$ cat config.mk
export PLATFORM = sky130hd
export DESIGN_NAME = preset_recall
export DESIGN_NICKNAME = d
export VERILOG_FILES = /design/src/preset_recall_pkg.sv /design/src/preset_mem_if.sv /design/src/preset_recall.sv /design/src/preset_store.sv
export SDC_FILE = /design/constraint.sdc
export NUM_CORES = 1
export LEC_CHECK = 0
export BUFFER_PORTS_ARGS = -buffer_cell sky130_fd_sc_hd__buf_2
export CAP_MARGIN = 25
export CORE_MARGIN = 8
export CORE_UTILIZATION = 54
export CTS_CLUSTER_SIZE = 28
export DETAILED_ROUTE_END_ITERATION = 16
export PLACE_DENSITY = 0.81
export SLEW_MARGIN = 20
export SYNTH_ARGS = -nofsm -noshare
export SYNTH_HDL_FRONTEND = slang
export SYNTH_HIERARCHICAL = 1
export SYNTH_SLANG_ARGS = --single-unit
$ cat constraint.sdc
create_clock -name clk -period 2.6 [get_ports clk]
set_input_delay 0.26 -clock clk [delete_from_list [all_inputs] [get_ports clk]]
set_output_delay 0.26 -clock clk [all_outputs]
set_load 0.05 [all_outputs]
$ cat src/preset_recall_pkg.sv
`default_nettype none

package preset_recall_pkg;

    // ----------------------------------------------------------------
    // Sizes
    // ----------------------------------------------------------------
    localparam int unsigned NUM_INPUTS = 3;
    localparam int unsigned NUM_SLOTS  = 5;
    localparam int unsigned CFG_W      = 32;
    localparam int unsigned SLOT_W     = 3;
    localparam int unsigned IRQ_W      = 5;
    localparam int unsigned ADDR_W     = 5;

    // ----------------------------------------------------------------
    // Register byte offsets
    // ----------------------------------------------------------------
    localparam logic [ADDR_W-1:0] OFF_ACTION = 5'h00;
    localparam logic [ADDR_W-1:0] OFF_LEVEL  = 5'h04;
    localparam logic [ADDR_W-1:0] OFF_CONFIG = 5'h08;
    localparam logic [ADDR_W-1:0] OFF_CMD    = 5'h0c;
    localparam logic [ADDR_W-1:0] OFF_VALID  = 5'h10;
    localparam logic [ADDR_W-1:0] OFF_STATUS = 5'h14;
    localparam logic [ADDR_W-1:0] OFF_MASK   = 5'h18;

    // ----------------------------------------------------------------
    // Command register fields
    // ----------------------------------------------------------------
    localparam int unsigned CMD_SLOT_LSB   = 0;
    localparam int unsigned CMD_SAVE_BIT   = 8;
    localparam int unsigned CMD_RECALL_BIT = 9;

    // ----------------------------------------------------------------
    // Interrupt status bit positions
    // ----------------------------------------------------------------
    localparam int unsigned IRQ_DONE_BIT  = 3;
    localparam int unsigned IRQ_EMPTY_BIT = 4;

    // ----------------------------------------------------------------
    // Reset values and first slot number
    // ----------------------------------------------------------------
    localparam logic [NUM_INPUTS-1:0] LEVEL_RST  = 3'h7;
    localparam logic [NUM_INPUTS-1:0] ACTION_RST = 3'h0;
    localparam logic [CFG_W-1:0]      CONFIG_RST = 32'h0000_0000;
    localparam logic [SLOT_W-1:0]     SLOT_FIRST = 3'h1;

    // ----------------------------------------------------------------
    // Recall engine states, Gray coded from idle through fetch to load; the return from load to idle flips both bits
    // ----------------------------------------------------------------
    typedef enum logic [1:0] {
        ST_IDLE  = 2'h0,
        ST_FETCH = 2'h1,
        ST_LOAD  = 2'h3
    } engine_state_t;

endpackage : preset_recall_pkg

`default_nettype wire

$ cat src/preset_mem_if.sv
`default_nettype none

// Port between the recall engine and the preset store.
interface preset_mem_if;
    logic                                       we;
    logic [preset_recall_pkg::SLOT_W-1:0]       waddr;
    logic [preset_recall_pkg::CFG_W-1:0]        wdata;
    logic                                       re;
    logic [preset_recall_pkg::SLOT_W-1:0]       raddr;
    logic [preset_recall_pkg::CFG_W-1:0]        rdata;

    modport ctrl (output we, output waddr, output wdata, output re, output raddr, input rdata);
    modport store (input we, input waddr, input wdata, input re, input raddr, output rdata);
endinterface : preset_mem_if

`default_nettype wire

$ cat src/preset_recall.sv
// The address map and register access over Avalon-MM were decided locally.
`default_nettype none

module preset_recall
(
    input  wire logic                                   clk,
    input  wire logic                                   nrst,
    input  wire logic [preset_recall_pkg::ADDR_W-1:0]   avs_address,
    input  wire logic                                   avs_read,
    input  wire logic                                   avs_write,
    input  wire logic [31:0]                            avs_writedata,
    input  wire logic [3:0]                             avs_byteenable,
    output logic      [31:0]                            avs_readdata,
    output logic                                        avs_waitrequest,
    input  wire logic [preset_recall_pkg::NUM_INPUTS-1:0] input_pin,
    output logic                                        input_one_level_report,
    output logic                                        input_two_level_report,
    output logic                                        input_three_level_report,
    output logic      [preset_recall_pkg::CFG_W-1:0]    active_config,
    output logic                                        irq
);

    // ----------------------------------------------------------------
    // State
    // ----------------------------------------------------------------
    typedef struct packed {
        logic [preset_recall_pkg::NUM_INPUTS-1:0] sync1;
        logic [preset_recall_pkg::NUM_INPUTS-1:0] sync2;
        logic [preset_recall_pkg::NUM_INPUTS-1:0] sync3;
        logic [preset_recall_pkg::NUM_INPUTS-1:0] level;
        logic [preset_recall_pkg::NUM_INPUTS-1:0] action;
        logic [preset_recall_pkg::NUM_INPUTS-1:0] pend;
        logic [preset_recall_pkg::CFG_W-1:0]      cfg;
        logic [preset_recall_pkg::NUM_SLOTS-1:0]  valid;
        logic [preset_recall_pkg::IRQ_W-1:0]      status;
        logic [preset_recall_pkg::IRQ_W-1:0]      mask;
        logic [preset_recall_pkg::SLOT_W-1:0]     slot;
        preset_recall_pkg::engine_state_t         st;
        logic                                     waitrequest;
        logic [31:0]                              rdata;
        logic                                     irq;
    } top_state_t;

    top_state_t q;
    top_state_t d;

    preset_mem_if mem ();

    preset_store u_store
    (
        .clk  (clk),
        .nrst (nrst),
        .mem  (mem.store)
    );

    // ----------------------------------------------------------------
    // Helpers
    // ----------------------------------------------------------------

    // Merge write data into an old word under the byte enables.
    function automatic logic [31:0] be_merge
    (
        input logic [31:0] old_val,
        input logic [31:0] new_val,
        input logic [3:0]  be
    );
        logic [31:0] r;
        r = old_val;
        for (int b = 0; b < 4; b++)
        begin
            if (be[b])
            begin
                r[b*8 +: 8] = new_val[b*8 +: 8];
            end
        end
        return r;
    endfunction : be_merge

    // True when a slot number names one of the five presets.
    function automatic logic slot_ok(input logic [preset_recall_pkg::SLOT_W-1:0] s);
        return (s >= preset_recall_pkg::SLOT_FIRST) &&
               (s < preset_recall_pkg::SLOT_FIRST + preset_recall_pkg::SLOT_W'(preset_recall_pkg::NUM_SLOTS));
    endfunction : slot_ok

    // Storage index of a slot number.
    function automatic logic [preset_recall_pkg::SLOT_W-1:0] slot_idx
    (
        input logic [preset_recall_pkg::SLOT_W-1:0] s
    );
        return s - preset_recall_pkg::SLOT_FIRST;
    endfunction : slot_idx

    // ----------------------------------------------------------------
    // Next-state logic
    // ----------------------------------------------------------------
    logic [preset_recall_pkg::NUM_INPUTS-1:0] fall;
    logic [preset_recall_pkg::NUM_INPUTS-1:0] fire;
    logic [preset_recall_pkg::NUM_INPUTS-1:0] pend_clr;
    logic [preset_recall_pkg::IRQ_W-1:0]      irq_set;
    logic [preset_recall_pkg::IRQ_W-1:0]      irq_clr;
    logic [preset_recall_pkg::SLOT_W-1:0]     req_slot;
    logic [preset_recall_pkg::SLOT_W-1:0]     cmd_slot;
    logic                                     req_go;
    logic                                     accept;
    logic                                     wr_go;
    logic                                     picked;

    always_comb
    begin
        d         = q;
        fall      = '0;
        pend_clr  = '0;
        irq_set   = '0;
        irq_clr   = '0;
        req_slot  = '0;
        req_go    = 1'b0;
        picked    = 1'b0;
        mem.we    = 1'b0;
        mem.waddr = '0;
        mem.wdata = q.cfg;
        mem.re    = 1'b0;
        mem.raddr = slot_idx(q.slot);
        cmd_slot  = avs_writedata[preset_recall_pkg::CMD_SLOT_LSB +: preset_recall_pkg::SLOT_W];

        // Three-stage input synchroniser; a level counts once stages two and three agree.
        d.sync1 = input_pin;
        d.sync2 = q.sync1;
        d.sync3 = q.sync2;
        for (int i = 0; i < preset_recall_pkg::NUM_INPUTS; i++)
        begin
            if (q.sync2[i] == q.sync3[i])
            begin
                d.level[i] = q.sync3[i];
                fall[i]    = q.level[i] && !q.sync3[i];
            end
        end

        // Only armed inputs raise events and queue recalls.
        fire    = fall & q.action;
        irq_set[preset_recall_pkg::NUM_INPUTS-1:0] = fire;

        // Bus slave: one wait cycle, writes held off while the engine is busy.
        accept = q.waitrequest &&
                 (avs_read || (avs_write && (q.st == preset_recall_pkg::ST_IDLE)));
        wr_go  = avs_write && !q.waitrequest;
        d.waitrequest = !accept;
        if (accept && avs_read)
        begin
            case (avs_address)
                preset_recall_pkg::OFF_ACTION: d.rdata = 32'(q.action);
                preset_recall_pkg::OFF_LEVEL:  d.rdata = 32'(q.level);
                preset_recall_pkg::OFF_CONFIG: d.rdata = q.cfg;
                preset_recall_pkg::OFF_VALID:  d.rdata = 32'(q.valid);
                preset_recall_pkg::OFF_STATUS: d.rdata = 32'(q.status);
                preset_recall_pkg::OFF_MASK:   d.rdata = 32'(q.mask);
                default:                       d.rdata = 32'h0000_0000;
            endcase
        end

        // Register writes; the command register is handled by the engine below.
        if (wr_go)
        begin
            case (avs_address)
                preset_recall_pkg::OFF_ACTION:
                    d.action = preset_recall_pkg::NUM_INPUTS'(
                        be_merge(32'(q.action), avs_writedata, avs_byteenable));
                preset_recall_pkg::OFF_CONFIG:
                    d.cfg = be_merge(q.cfg, avs_writedata, avs_byteenable);
                preset_recall_pkg::OFF_STATUS:
                    irq_clr = preset_recall_pkg::IRQ_W'(
                        be_merge(32'h0000_0000, avs_writedata, avs_byteenable));
                preset_recall_pkg::OFF_MASK:
                    d.mask = preset_recall_pkg::IRQ_W'(
                        be_merge(32'(q.mask), avs_writedata, avs_byteenable));
                default:
                    d.mask = q.mask;
            endcase
        end

        // Recall engine.
        case (q.st)
            preset_recall_pkg::ST_IDLE:
            begin
                if (wr_go && (avs_address == preset_recall_pkg::OFF_CMD))
                begin
                    if (avs_writedata[preset_recall_pkg::CMD_SAVE_BIT])
                    begin
                        if (slot_ok(cmd_slot))
                        begin
                            mem.we   = 1'b1;
                            mem.waddr = slot_idx(cmd_slot);
                            d.valid[slot_idx(cmd_slot)] = 1'b1;
                        end
                    end
                    else if (avs_writedata[preset_recall_pkg::CMD_RECALL_BIT])
                    begin
                        req_go   = 1'b1;
                        req_slot = cmd_slot;
                    end
                end
                else if (!avs_write)
                begin
                    // Lowest pending input first; input n recalls slot n.
                    for (int i = 0; i < preset_recall_pkg::NUM_INPUTS; i++)
                    begin
                        if (q.pend[i] && !picked)
                        begin
                            picked      = 1'b1;
                            pend_clr[i] = 1'b1;
                            req_go      = 1'b1;
                            req_slot    = preset_recall_pkg::SLOT_FIRST +
                                          preset_recall_pkg::SLOT_W'(i);
                        end
                    end
                end
                if (req_go)
                begin
                    if (slot_ok(req_slot) && q.valid[slot_idx(req_slot)])
                    begin
                        d.slot = req_slot;
                        d.st   = preset_recall_pkg::ST_FETCH;
                    end
                    else
                    begin
                        irq_set[preset_recall_pkg::IRQ_EMPTY_BIT] = 1'b1;
                    end
                end
            end
            preset_recall_pkg::ST_FETCH:
            begin
                mem.re = 1'b1;
                d.st   = preset_recall_pkg::ST_LOAD;
            end
            preset_recall_pkg::ST_LOAD:
            begin
                d.cfg = mem.rdata;
                irq_set[preset_recall_pkg::IRQ_DONE_BIT] = 1'b1;
                d.st  = preset_recall_pkg::ST_IDLE;
            end
            default:
            begin
                d.st = preset_recall_pkg::ST_IDLE;
            end
        endcase

        // Pending recalls and sticky status: a new event wins over its clear.
        d.pend   = (q.pend & ~pend_clr) | fire;
        d.status = (q.status & ~irq_clr) | irq_set;
        d.irq    = |(d.status & d.mask);
    end

    // ----------------------------------------------------------------
    // State register
    // ----------------------------------------------------------------

    // All state in one register, constant values under reset.
    always_ff @(posedge clk or negedge nrst)
    begin
        if (!nrst)
        begin
            q             <= '0;
            q.sync1       <= preset_recall_pkg::LEVEL_RST;
            q.sync2       <= preset_recall_pkg::LEVEL_RST;
            q.sync3       <= preset_recall_pkg::LEVEL_RST;
            q.level       <= preset_recall_pkg::LEVEL_RST;
            q.action      <= preset_recall_pkg::ACTION_RST;
            q.cfg         <= preset_recall_pkg::CONFIG_RST;
            q.st          <= preset_recall_pkg::ST_IDLE;
            q.waitrequest <= 1'b1;
        end
        else
        begin
            q <= d;
        end
    end

    // ----------------------------------------------------------------
    // Outputs, each straight from the state register
    // ----------------------------------------------------------------
    assign avs_readdata             = q.rdata;
    assign avs_waitrequest          = q.waitrequest;
    assign input_one_level_report   = q.level[0];
    assign input_two_level_report   = q.level[1];
    assign input_three_level_report = q.level[2];
    assign active_config            = q.cfg;
    assign irq                      = q.irq;

endmodule : preset_recall

`default_nettype wire

$ cat src/preset_store.sv
`default_nettype none

module preset_store
(
    input  wire logic   clk,
    input  wire logic   nrst,
    preset_mem_if.store mem
);

    // ----------------------------------------------------------------
    // State
    // ----------------------------------------------------------------
    typedef struct packed {
        logic [preset_recall_pkg::NUM_SLOTS-1:0][preset_recall_pkg::CFG_W-1:0] slot;
        logic [preset_recall_pkg::CFG_W-1:0]                                  rdata;
    } store_state_t;

    store_state_t q;
    store_state_t d;

    // Five whole-configuration words; read data leave through a register.
    always_comb
    begin
        d = q;
        if (mem.we && (mem.waddr < preset_recall_pkg::NUM_SLOTS))
        begin
            d.slot[mem.waddr] = mem.wdata;
        end
        if (mem.re && (mem.raddr < preset_recall_pkg::NUM_SLOTS))
        begin
            d.rdata = q.slot[mem.raddr];
        end
    end

    // Register the whole state.
    always_ff @(posedge clk or negedge nrst)
    begin
        if (!nrst)
        begin
            q <= '0;
        end
        else
        begin
            q <= d;
        end
    end

    assign mem.rdata = q.rdata;

endmodule : preset_store

`default_nettype wire

# Word-level counts from Yosys, hierarchy flattened
# Cells that the tools add are included.
# word_totals
reg_bits	296
latch_bits	0
mem_bits_rw	0
romBits	0
word_cells	175
n_memories	0
# classes
add_sub_neg	3
mul	0
div	0
magnitude_cmp	12
n_eq_ne	13
n_shift	0
mux	70
bitwise_logic	9
reduce_logical	42
# op_table
op	n
$pmux W32 S6	1
$bwmux W160	1
$mux W32	5
$bmux W32 S3	1
$demux W32 S3	1
$mux W3	14
$mux W1	32
$mux W8	4
$mux W5	6
$reduce_and A3 Y1	6
$logic_and A1 B1 Y1	17
$lt A3 B4 Y1 const B	4
$eq A5 B5 Y1 const B	3
$ge A3 B1 Y1 const B	4
$lt A3 B3 Y1 const B	4
$reduce_bool A2 Y1	6
$and A5 B5 Y5	2
$eq A5 B4 Y1 const B	2
$or A5 B5 Y5	2
$sub A3 B1 Y3 const B	3
$logic_not A1 Y1	7
$and A3 B3 Y3	2
$eq A5 B3 Y1 const B	1
$logic_not A5 Y1	1
other kinds (16)	20

# Longest topological paths before layout
# Gate-level depths: netlist of the first run.
# depth
depth_word	27
ltp_mapped	12
ltp_nobuf	10

# Modules after synthesis
# The synthesis of the first run kept the hierarchy.
# by_module_without_submodules
module	n_inst	cells_per_inst	area_per_inst_um2	seq_area_each_um2
preset_store	1	561	8742.1	4804.6
preset_recall	1	546	5303.8	2618.8

# Worst setup path after synthesis of the first run
# OpenSTA, ideal clock, no wires.
# synth_timing
kind	input-to-reg
start	input avs_address[2] in the netlist's numbering
end	register u_store/q[174] in the netlist's numbering
t_arrival_ns	2.778
required_time_ns	2.475
setup_slack_ns	-0.303
stages	9
cell_sequence	buf_6 > or3b_1 > buf_2 > or4_1 > nor2_1 > nor4bb_1 > buf_2 > buf_6 > mux2_2
# synth_via
elab_chain_len	9
word_cells_on_any_way	14
# synth_rtl
item	line	text
start, declared	preset_recall.sv:8	input wire logic [preset_recall_pkg::ADDR_W-1:0] avs_address,
$eq A5 B4 Y1 *	preset_recall.sv:184	if (wr_go && (avs_address == preset_recall_pkg::OFF_CMD))
$logic_and A1 B1 Y1 *	preset_recall.sv:184	
$mux W3 *	preset_recall.sv:184	
$mux W3 *	preset_recall.sv:181	case (q.st)
named net mem.waddr, one bit	preset_mem_if.sv:6	logic [preset_recall_pkg::SLOT_W-1:0] waddr;
$lt A3 B4 Y1 (implied by the code) or $ge A3 B1 Y1 (tied branches)	preset_store.sv:27	d.slot[mem.waddr] = mem.wdata;
$logic_and A1 B1 Y1 (implied by the code)	preset_store.sv:27	
$mux W32 (implied by the code)	preset_store.sv:27	
$demux W32 S3	n/a	
$bwmux W160	preset_store.sv:27	
end signal, assigned	preset_store.sv:40	q <= '0;
end signal, assigned	preset_store.sv:44	q <= d;
end, declared	preset_store.sv:18	store_state_t q;
# Mark *: on every way through the listed nets, which the timed path passes. The rest lies on a longest branch.
# A chain may end at the register's enable or synchronous reset.

==> results of run 1 <==
==> layout by cell type (no fill, tap or decap), drive strengths merged, types with 11 or more instances in the layout <==
| cell type | n |
|---|---|
| dfrtp | 283 |
| buf | 193 |
| mux2 | 165 |
| nand2 | 114 |
| o21ai | 78 |
| mux2i | 72 |
| a21oi | 64 |
| clkbuf | 41 |
| mux4 | 32 |
| nor2 | 15 |
| dfstp | 13 |
| inv | 12 |
| o22ai | 11 |
==> layout make-up <==
class / instances / area share (%)
clock buffers: 39 / 5.05
clock inverters: 10 / 0.511
inverters: 11 / 0.259
multi-input cells: 640 / 35.5
flip-flops and latches: 296 / 46.6
well taps: 335 / 2.63
repair buffers: 205 / 9.42
==> per-layer routing <==
layer  track usage, %  wire length (microns)  part of all wire, %  up-vias
met5                0                     13                0.039        -
met4             5.49                    893                  2.7        2
met3             4.08                   2010                  6.0       70
met2             35.5                  16200                   49      268
met1             27.4                  14200                   43     4644
li1                 -                      -                    -     3987
==> through the flow <==
| stage | total power, uW | util (%) | setup TNS, ps |
|---|---|---|---|
| 2_1_floorplan | 6410 | - | 0 |
| 3_3_place_gp | 6560 | 56.9 | -675 |
| 3_5_place_dp | 6620 | 57.0 | -4470 |
| 4_1_cts | 10600 | 60.8 | 0 |
| 5_1_grt | 10900 | 61.6 | -3650 |
| 6_report | 10500 | 61.6 | 0 |
==> final timing paths <==
kind	end	slack, ps	depth (start not counted)
setup / recovery	u_store/q[77]$_DFFE_PN0P_	30	9
hold / removal	active_config[29]$_DFFE_PN0P_	10	3
setup reg to reg	u_store/q[77]$_DFFE_PN0P_	30	9
hold reg to reg	d[97]$_DFF_PN1_	360	0
max in group asynchronous	avs_readdata[20]$_DFFE_PN0P_	1470	3
min in group asynchronous	u_store/mem.rdata[6]$_DFFE_PN0P_	310	2
==> power by group through the flow <==
stage | sequential (uW) | combinational, uW | clock (uW)
global placement | 5330 | 1230 | 0
global route | 5320 | 1390 | 4230
floorplan | 5260 | 1150 | 0
detailed placement | 5350 | 1270 | 0
finish | 5280 | 1290 | 3970
CTS | 5270 | 1290 | 4040
==> flip-flops by register name, summed over array words and instances, names as in the netlist <==
register                  cells
irq                           1
input_two_level_report        1
input_three_level_report      1
u_store/mem.rdata            32
d                             6
avs_readdata                 32
avs_waitrequest               1
q                            29
u_store/q                   160
input_one_level_report        1
active_config                32
==> worst register-to-register path: cells and delay by family, from the launching register on <==
| family | cells | cell delay, ps |
|---|---|---|
| AND/OR/NAND/NOR | 5 | 1080 |
| buffers and inverters | 2 | 420 |
| flip-flops | 1 | 390 |
| multiplexers | 1 | 390 |
| AO/OA/AOI/OAI | 1 | 160 |
==> cell families after synthesis <==
group                      Yosys count  share of synthesized area [%]
xor gates and xnor gates             2                          0.125
adders and majority gates            8                          0.659
AOI/OAI and AO/OA                  188                           7.71
muxes                              269                           24.3
buffers and inverters              171                           8.47
DFF                                296                           52.9
and+or+nand+nor                    173                           5.89
==> what timing repair did <==
action                                 in CTS  in global routing
endpoints found under the hold margin      86                  0
gates cloned                                0                  3
buffers inserted                            0                  4
hold buffers                               10                  0
pin swaps                                   0                  6
resized for setup                           2                 32
setup endpoints to repair                  27                126
==> parameters.txt, run 1 <==
Parameter                              Value

Final layout
  ANT cells    0
  Fraction of layout instances using a drive strength above 1    39.7%
  Number of cells in the finished layout apart from fillers    1536
  Final design area excluding fillers    15900 sq um
  Post-layout net count    1236
  Total area of multi-input combinational cells    5650 sq um
  Fill cells    1945
  Area taken by flip-flops and latches    7420 sq um
  Synth-to-layout area growth    13.3%

Route
  Wire length per cell after detailed routing    21.7 microns
  First-pass DRT Iterations    5
  Number of vias per cell after detailed routing    5.84
  Total routed wirelength    33300 microns
  DRC violations left    0
  Via count    8971
  Initial detailed-routing violation count    621
  DRT antenna net count    0

Floorplan
  I/O pin total    117
  Placeable core area    25800 sq um
  Initial core utilization    54.4%
  Horizontal die dimension    177 microns
  Total number of placement rows    59
  Die Ht    177 microns
  Die area    31400 sq um

Timing
  RSZ-0062 raised after global routing    yes
  Share of the cycle needed by the critical path after routing    98.9%
  Final period demand of the worst path    2570 ps
  Worst setup margin    29.3 ps
  Final count of pins violating max slew    0
  Slew headroom    55.0%
  Final Setup Violations    0
  Final worst clock skew    25.7 ps
  Max Fclk    0.389 GHz
  Final hold vios    0
  Least-Margin Pin Slew    675 ps
  Fin Hold WS    14.1 ps

Clock tree
  Total clock buffers created by CTS    29
  TritonCTS clock tree    done
  Master cell of the clock root buffer    clkbuf_16
  Latest clock arrival within the worst-skew pair    560 ps
  Number of H-tree branching levels    1
  Clock Tree Buf Depth    3
  Clock-pin slew on the worst setup and hold paths    60 ps
  TritonCTS Sinks    296

Pwr
  Peak VDD IR    0.000681 V
  Logic pwr share    12.2%
  Sw frac    28.1%
  Power Internal    7580 uW
  Net switching power figure    2960 uW
  Sequential group share of total power    50.1%
  Ratio of total power to cell area    662 nW/um^2
  Power share of the clock group    37.7%
  Leakage power figure    0.00774 uW

Place
  Placed cell area    14700 sq um
  Setup slack at placement    -116 ps
  Post-detail-place hpwl    22100 microns
  Placed cells    1470
  Number of I/O port buffers    116
  Routability cong.    0.889

Setup path
  Endpoint kind of the worst setup timing path    flip-flop
  Combined buffer and inverter count along the critical path    2
  Kind of cell adding the most delay to the critical path    simple AND/OR/NAND/NOR gates
  Crit-path slowest cell    or4_4
  Origin of the critical flop-to-flop path    q[34]$_DFFE_PN0P_
  Delay contributed by the slowest stage of the critical path    600 ps
  Arrival time worst endpoint    2990 ps
  Highest fanout seen on the critical path    27
  Data required time of the worst path    3020 ps
  Setup CP Type    reg2reg
  Crit path cell chain    nor2_2 -> o211ai_1 -> or4_4 -> buf_4 -> nor2_4 -> nand2_1 -> nor3_4 -> buf_12 -> mux2_2
  Critical path startpoint category    flip-flop
  Worst setup path start    q[34]$_DFFE_PN0P_

Synth
  Area leader, netlist    dfrtp_1
  Number of different library cells in the post-synthesis netlist    62
  Part of the Yosys area used for sequential elements    52.9%
  EDFF count, synth    0
  Most numerous cell in the Yosys netlist    dfrtp_1
  Number of standard cells after synthesis    1107
  Async SR Flop Fraction    100%
  Post-Synthesis Mean Instance Area    12.7 sq um
  Synthesis warning total    6
  Largest cells by area after synthesis    dfrtp_1 (50%), mux2_2 (10%), buf_4 (5.3%), mux2i_1 (5.1%), mux4_2 (5.1%)
  Synth Net Count    1160
  Netlist area before placement    14000 sq um
  Number of register bits inferred by synthesis    296
  Most used flip-flop cell after synthesis    dfrtp_1
  Proportion of netlist area held by the largest area contributor    50.4%
  Cell types with the highest counts after synthesis    dfrtp_1 (283), mux2_2 (127), nand2_1 (114)

Global routing
  Antenna violations before repair    1
  Total GRT Usage    21.0%
  Wire length of the first global-routing pass    52900 microns
  Number of global-route vias before repair    9670
  Total overflow reported by the global router    0
  Pin count of the biggest net entering global routing    85

Worst hold path
  Worst Hold Launch    avs_writedata[29]
  Hold crit path type    in2reg

Outcome
  Result of the run    completed

Run
  Max Cap Viol    0
No activity file was read; power rests on OpenSTA's default activity.
==> run 2, diff against run 1 <==
--- a/config.mk
+++ b/config.mk
@@ -9,9 +9,12 @@
 export CAP_MARGIN = 25
 export CORE_MARGIN = 8
 export CORE_UTILIZATION = 54
+export CTS_CLUSTER_DIAMETER = 120
 export CTS_CLUSTER_SIZE = 28
 export DETAILED_ROUTE_END_ITERATION = 16
+export GPL_ROUTABILITY_DRIVEN = 0
 export PLACE_DENSITY = 0.81
+export REMOVE_ABC_BUFFERS = 1
 export SLEW_MARGIN = 20
 export SYNTH_ARGS = -nofsm -noshare
 export SYNTH_HDL_FRONTEND = slang
==> run 2 against run 1 <==
Final cell count down 2.5%. Power is 14% lower. Via count down 4.1%. Critical path type unchanged. Largest cell class unchanged. Largest power group unchanged.
==> parameters.txt, run 2 (synthesis results as in run 1) <==
Parameter                              Value

Global routing
  Wire length of the first global-routing pass    49900 microns
  Total GRT Usage    19.8%
  Antenna violations before repair    0
  Pin count of the biggest net entering global routing    74
  Total overflow reported by the global router    0
  Number of global-route vias before repair    9085

Timing
  Slew headroom    51.6%
  Least-Margin Pin Slew    726 ps
  RSZ-0062 raised after global routing    yes
  Final period demand of the worst path    2560 ps
  Final hold vios    0
  Final worst clock skew    19.7 ps
  Share of the cycle needed by the critical path after routing    98.6%
  Final Setup Violations    0
  Max Fclk    0.390 GHz
  Final count of pins violating max slew    0

Place
  Post-detail-place hpwl    20900 microns
  Placed cell area    14700 sq um
  Number of I/O port buffers    116

Final layout
  Most flops, register    u_store/q
  Fraction of layout instances using a drive strength above 1    38.1%
  Most frequent standard cell in the layout excluding fill and tap cells    dfrtp_1
  Final core utilization    59.0%
  Final design area excluding fillers    15300 sq um
  Leading cell types in the layout, fill and taps excluded    dfrtp_1 (283), mux2_2 (127), buf_2 (115)
  Post-layout net count    1208
  ANT cells    0
  Number of flip-flops under the largest register name    160
  Synth-to-layout area growth    8.58%
  Fill cells    2022

Pwr
  Net switching power figure    2640 uW
  Sequential group share of total power    57.9%
  Peak VDD IR    0.000515 V
  Power share of the clock group    27.9%
  Logic pwr share    14.2%
  Power Internal    6420 uW
  Leakage power figure    0.00745 uW
  Ratio of total power to cell area    594 nW/um^2
  Sw frac    29.1%

Route
  Initial detailed-routing violation count    665
  First-pass DRT Iterations    5
  Number of vias per cell after detailed routing    5.74
  DRC violations left    0
  Total routed wirelength    31600 microns
  Via count    8599
  Wire length per cell after detailed routing    21.1 microns
  DRT antenna net count    0

Clock tree
  Clock Tree Buf Depth    3
  Latest clock arrival within the worst-skew pair    490 ps
  Total clock buffers created by CTS    14
  TritonCTS clock tree    done
  TritonCTS Sinks    296
  Clock-pin slew on the worst setup and hold paths    110 ps
  Master cell of the clock root buffer    clkbuf_16
  Number of H-tree branching levels    1

Setup path
  Data required time of the worst path    3020 ps
  Crit path cell chain    nand4bb_4 -> or4_4 -> nand2_4 -> inv_4 -> ha_4 -> nor4_4 -> buf_4 -> o22ai_2 -> a2bb2oi_2 -> nor3_4 -> mux2i_1
  Reg-to-reg setup timing slack    40 ps
  Combined buffer and inverter count along the critical path    2
  Origin of the critical flop-to-flop path    avs_waitrequest$_DFF_PN1_
  Critical path startpoint category    flip-flop
  Delay contributed by the slowest stage of the critical path    460 ps
  Kind of cell adding the most delay to the critical path    simple AND/OR/NAND/NOR gates
  Arrival time worst endpoint    2980 ps
  Number of cells traversed by the worst register-to-register path    11
  Worst reg2reg path endpoint    q[38]$_DFFE_PN0P_
  Highest fanout seen on the critical path    3
  Endpoint kind of the worst setup timing path    flip-flop
  Setup CP Type    reg2reg
  Crit-path slowest cell    or4_4

Worst hold path
  Worst Hold Endpoint    avs_waitrequest$_DFF_PN1_
  Hold Crit Depth    3
  Hold crit path type    in2reg
  Worst Hold Launch    avs_read

Floorplan
  Placeable core area    25800 sq um
  Horizontal die dimension    177 microns
  Die Ht    177 microns
  Initial core utilization    54.4%
  I/O pin total    117
  Die area    31400 sq um
  Total number of placement rows    59

Outcome
  Result of the run    completed

Run
  Max Cap Viol    0
[run 2: cell types whose count changed in the layout (fill, tap and decap cells not counted), moves of 4 or more]
cell | previous run | this run
mux2_2 | 112 | 127
mux2_4 | 45 | 30
clkbuf_16 | 31 | 15
buf_6 | 6 | 0
clkinv_2 | 7 | 0
clkbuf_8 | 4 | 0
dlygate4sd3_1 | 10 | 4
[run 2: per-stage QoR]
step / setup slack [ps] / power, uW / hold slack, ps / setup TNS (ps) / cells
after CTS: 11.4 / 9120 / 1.60 / 0 / 1497
final: 37.6 / 9070 / 26.9 / 0 / 1498
after detailed placement: -377 / 6600 / 281 / -22700 / 1469
after global placement: -309 / 6550 / 273 / -16530 / 1469
after floorplan: -4800 / 6010 / -35.6 / -391120 / 947
after global routing: -54.7 / 9430 / 25.0 / -122 / 1498
[run 2: area by class of cell]
| class | instances | area [sq um] | area share, % |
|---|---|---|---|
| clock buffer | 23 | 405 | 2.66 |
| clock inverter | 1 | 16.3 | 0.107 |
| inverter | 11 | 43.8 | 0.287 |
| multi-input combinational | 640 | 5600 | 36.7 |
| sequential | 296 | 7420 | 48.7 |
| tap | 335 | 419 | 2.75 |
| timing repair buffer | 192 | 1350 | 8.83 |
[run 2: worst register-to-register path, cell delays in order (launching register included)]
cell and delay [ps]:
dfstp_2 390, nand4bb_4 200, or4_4 460, nand2_4 90, inv_4 50, ha_4 160
nor4_4 260, buf_4 160, o22ai_2 60, a2bb2oi_2 180, nor3_4 260, mux2i_1 230
[run 2: worst max path at each step]
stage	from	endpoint	cells after the start
finish	avs_waitrequest$_DFF_PN1_	q[38]$_DFFE_PN0P_	11
detailed placement	avs_address[1]	q[38]$_DFFE_PN0P_	12
global placement	avs_address[1]	q[36]$_DFFE_PN0P_	12
CTS	avs_waitrequest$_DFF_PN1_	q[38]$_DFFE_PN0P_	10
floorplan	avs_waitrequest$_DFF_PN1_	u_store/q[127]$_DFFE_PN0P_	5
global route	avs_waitrequest$_DFF_PN1_	q[38]$_DFFE_PN0P_	11
[run 2: per-layer routing]
layer | GRT usage, % | vias up | routed length, microns
met2 | 34.0 | 190 | 15900
li1 | - | 3904 | -
met3 | 2.30 | 36 | 1240
met1 | 26.5 | 4469 | 13800
met4 | 4.90 | 0 | 622
met5 | 0 | - | 0
[run 2: power groups by stage]
stage | Sequential [uW] | Clock [uW] | Combinational, uW
after floorplan | 5560 | 0 | 457
after global placement | 5320 | 0 | 1230
after detailed placement | 5330 | 0 | 1260
after CTS | 5250 | 2590 | 1280
after global routing | 5300 | 2740 | 1390
final | 5250 | 2530 | 1280
[run 2: what timing repair did]
action | CTS | global route
gates resized for setup | 5 | 16
setup endpoints to repair | 64 | 101
hold endpoints to repair | 58 | 0
hold buffers | 4 | 0
pin swaps | 2 | 6
setup buffers | 0 | 1
==> run 3, diff against run 2 <==
--- a/config.mk
+++ b/config.mk
@@ -8,12 +8,12 @@
 export BUFFER_PORTS_ARGS = -buffer_cell sky130_fd_sc_hd__buf_2
 export CAP_MARGIN = 25
 export CORE_MARGIN = 8
-export CORE_UTILIZATION = 54
+export CORE_UTILIZATION = 60
 export CTS_CLUSTER_DIAMETER = 120
 export CTS_CLUSTER_SIZE = 28
 export DETAILED_ROUTE_END_ITERATION = 16
 export GPL_ROUTABILITY_DRIVEN = 0
-export PLACE_DENSITY = 0.81
+export PLACE_DENSITY = 0.85
 export REMOVE_ABC_BUFFERS = 1
 export SLEW_MARGIN = 20
 export SYNTH_ARGS = -nofsm -noshare
==> constraint.sdc (replaced) <==
create_clock -name clk -period 2.7 [get_ports clk]
set_input_delay 0.27 -clock clk [delete_from_list [all_inputs] [get_ports clk]]
set_output_delay 0.27 -clock clk [all_outputs]
set_load 0.05 [all_outputs]
==> run 3 against run 2 <==
Fmax down 4.0%. Core utilization increased by 6.3 points. First-iteration DRC count increased by 32%. Largest cell class unchanged. Design area fell by 0.29%. Clock skew up 8.7 ps.
==> parameters.txt, run 3 (synthesis results as in run 1) <==
Parameter                              Value

Setup path
  Highest fanout seen on the critical path    5
  Crit-path slowest cell    dfstp_2
  Arrival time worst endpoint    3080 ps
  Kind of cell adding the most delay to the critical path    simple AND/OR/NAND/NOR gates
  Delay contributed by the slowest stage of the critical path    380 ps
  CP dominant cell by count    buf_4
  Crit path cell chain    nand4bb_4 -> buf_4 -> nor3_2 -> a21oi_2 -> buf_4 -> ha_4 -> nor4_4 -> buf_4 -> o22ai_2 -> a2bb2oi_2 -> nor3_4 -> mux2i_1
  Data required time of the worst path    3120 ps
  Combined buffer and inverter count along the critical path    3
  Endpoint kind of the worst setup timing path    flip-flop
  Critical path startpoint category    flip-flop
  Setup CP Type    reg2reg

Final layout
  Area taken by flip-flops and latches    7420 sq um
  Fill cells    1656
  Synth-to-layout area growth    8.27%
  Most frequent standard cell in the layout excluding fill and tap cells    dfrtp_1
  Leading cell types in the layout, fill and taps excluded    dfrtp_1 (283), mux2_2 (127), buf_2 (115)
  Number of flip-flops under the largest register name    160
  Total area of multi-input combinational cells    5580 sq um
  ANT cells    0
  Post-layout net count    1211
  Fraction of layout instances using a drive strength above 1    38.3%
  Most flops, register    u_store/q

Timing
  Final Setup Violations    0
  Final worst clock skew    28.4 ps
  Final count of pins violating max slew    0
  Least-Margin Pin Slew    739 ps
  Share of the cycle needed by the critical path after routing    98.8%
  Final period demand of the worst path    2670 ps
  Setup TNS after final layout    0 ps
  Final hold vios    0
  Slew headroom    50.7%
  Max Fclk    0.375 GHz

Floorplan
  Initial core utilization    60.4%
  Die Ht    169 microns
  I/O pin total    117
  Horizontal die dimension    169 microns
  Total number of placement rows    56
  Die area    28600 sq um
  Placeable core area    23300 sq um

Clock tree
  Number of H-tree branching levels    1
  TritonCTS Sinks    296
  Total clock buffers created by CTS    14
  Latest clock arrival within the worst-skew pair    510 ps
  Clock Tree Buf Depth    3
  Master cell of the clock root buffer    clkbuf_16
  Clock-pin slew on the worst setup and hold paths    110 ps
  TritonCTS clock tree    done

Route
  Initial detailed-routing violation count    875
  Number of vias per cell after detailed routing    6.09
  DRT antenna net count    0
  DRC violations left    0
  Total routed wirelength    32800 microns
  Via count    9007
  First-pass DRT Iterations    7
  Wire length per cell after detailed routing    22.1 microns

Global routing
  Total overflow reported by the global router    0
  Total GRT Usage    22.7%
  Antenna violations before repair    1
  Wire length of the first global-routing pass    52300 microns
  Number of global-route vias before repair    9630
  Pin count of the biggest net entering global routing    101

Pwr
  Peak VDD IR    0.000342 V
  Leakage power figure    0.00744 uW
  Total power after layout    8740 uW
  Ratio of total power to cell area    574 nW/um^2

Worst hold path
  Hold crit path type    in2reg

Place
  Post-detail-place hpwl    21200 microns
  Number of I/O port buffers    116

Outcome
  Result of the run    completed

Run
  Max Cap Viol    0
[run 3: worst register-to-register path, cell delays in order, from the launching register on]
cell	delay, ps
dfstp_2	380
nand4bb_4	200
buf_4	190
nor3_2	260
a21oi_2	120
buf_4	170
ha_4	170
nor4_4	200
buf_4	170
o22ai_2	60
a2bb2oi_2	170
nor3_4	260
mux2i_1	250
[run 3: final cells by class]
class                      instances  area share (%)
timing repair buffer             195            8.88
clock inverter                     1          0.0740
tap                              319            2.62
inverter                          11           0.288
multi-input combinational        640            36.7
sequential                       296            48.8
clock buffer                      18            2.61
[run 3: path summary, 6_finish.rpt]
kind                                            from                             to  slack [ps]  cells past startpoint
hold reg to reg                     d[100]$_DFF_PN1_                d[97]$_DFF_PN1_         360                      0
setup reg to reg           avs_waitrequest$_DFF_PN1_              q[36]$_DFFE_PN0P_          30                     12
hold / removal                     avs_writedata[13]  active_config[13]$_DFFE_PN0P_          40                      3
min in group asynchronous                       nrst                q[87]$_DFF_PN0_         230                      2
max in group asynchronous                       nrst  active_config[15]$_DFFE_PN0P_        1590                      3
setup / recovery           avs_waitrequest$_DFF_PN1_              q[36]$_DFFE_PN0P_          30                     12
[run 3: layer usage]
layer  vias to the layer above  track usage (%)  wire length [microns]
met4                         0             7.46                    858
met2                       317             39.0                  16500
met1                      4694             29.7                  13700
met5                         -                0                      0
li1                       3920                -                      -
met3                        76             2.91                   1700
[run 3: timing repair]
item | CTS | global route
cloned | 0 | 1
hold endpoints to repair | 37 | 0
endpoints found under the setup margin | 4 | 108
hold buffers | 5 | 0
pin swaps | 1 | 7
resized for setup | 2 | 17
setup buffers | 0 | 2
[run 3: metrics by stage]
stage	worst slack (ps)	std cells	utilization, %	area [sq um]	hold slack [ps]
after floorplan	-4700	947	-	12900	-25.6
after global placement	-203	1453	62.9	14600	167
after detailed placement	-288	1453	62.9	14600	166
after CTS	10.9	1477	64.9	15100	35.6
after global routing	-29.9	1480	65.4	15200	46.4
final	32.1	1480	65.4	15200	44.3
[run 3: report_power, final]
group / total (uW) / switching (uW) / internal (uW) / leakage (uW)
sequential: 5070 / 327 / 4740 / 0.00403
clock: 2430 / 1380 / 1060 / 0.000200
combinational: 1240 / 858 / 378 / 0.00322
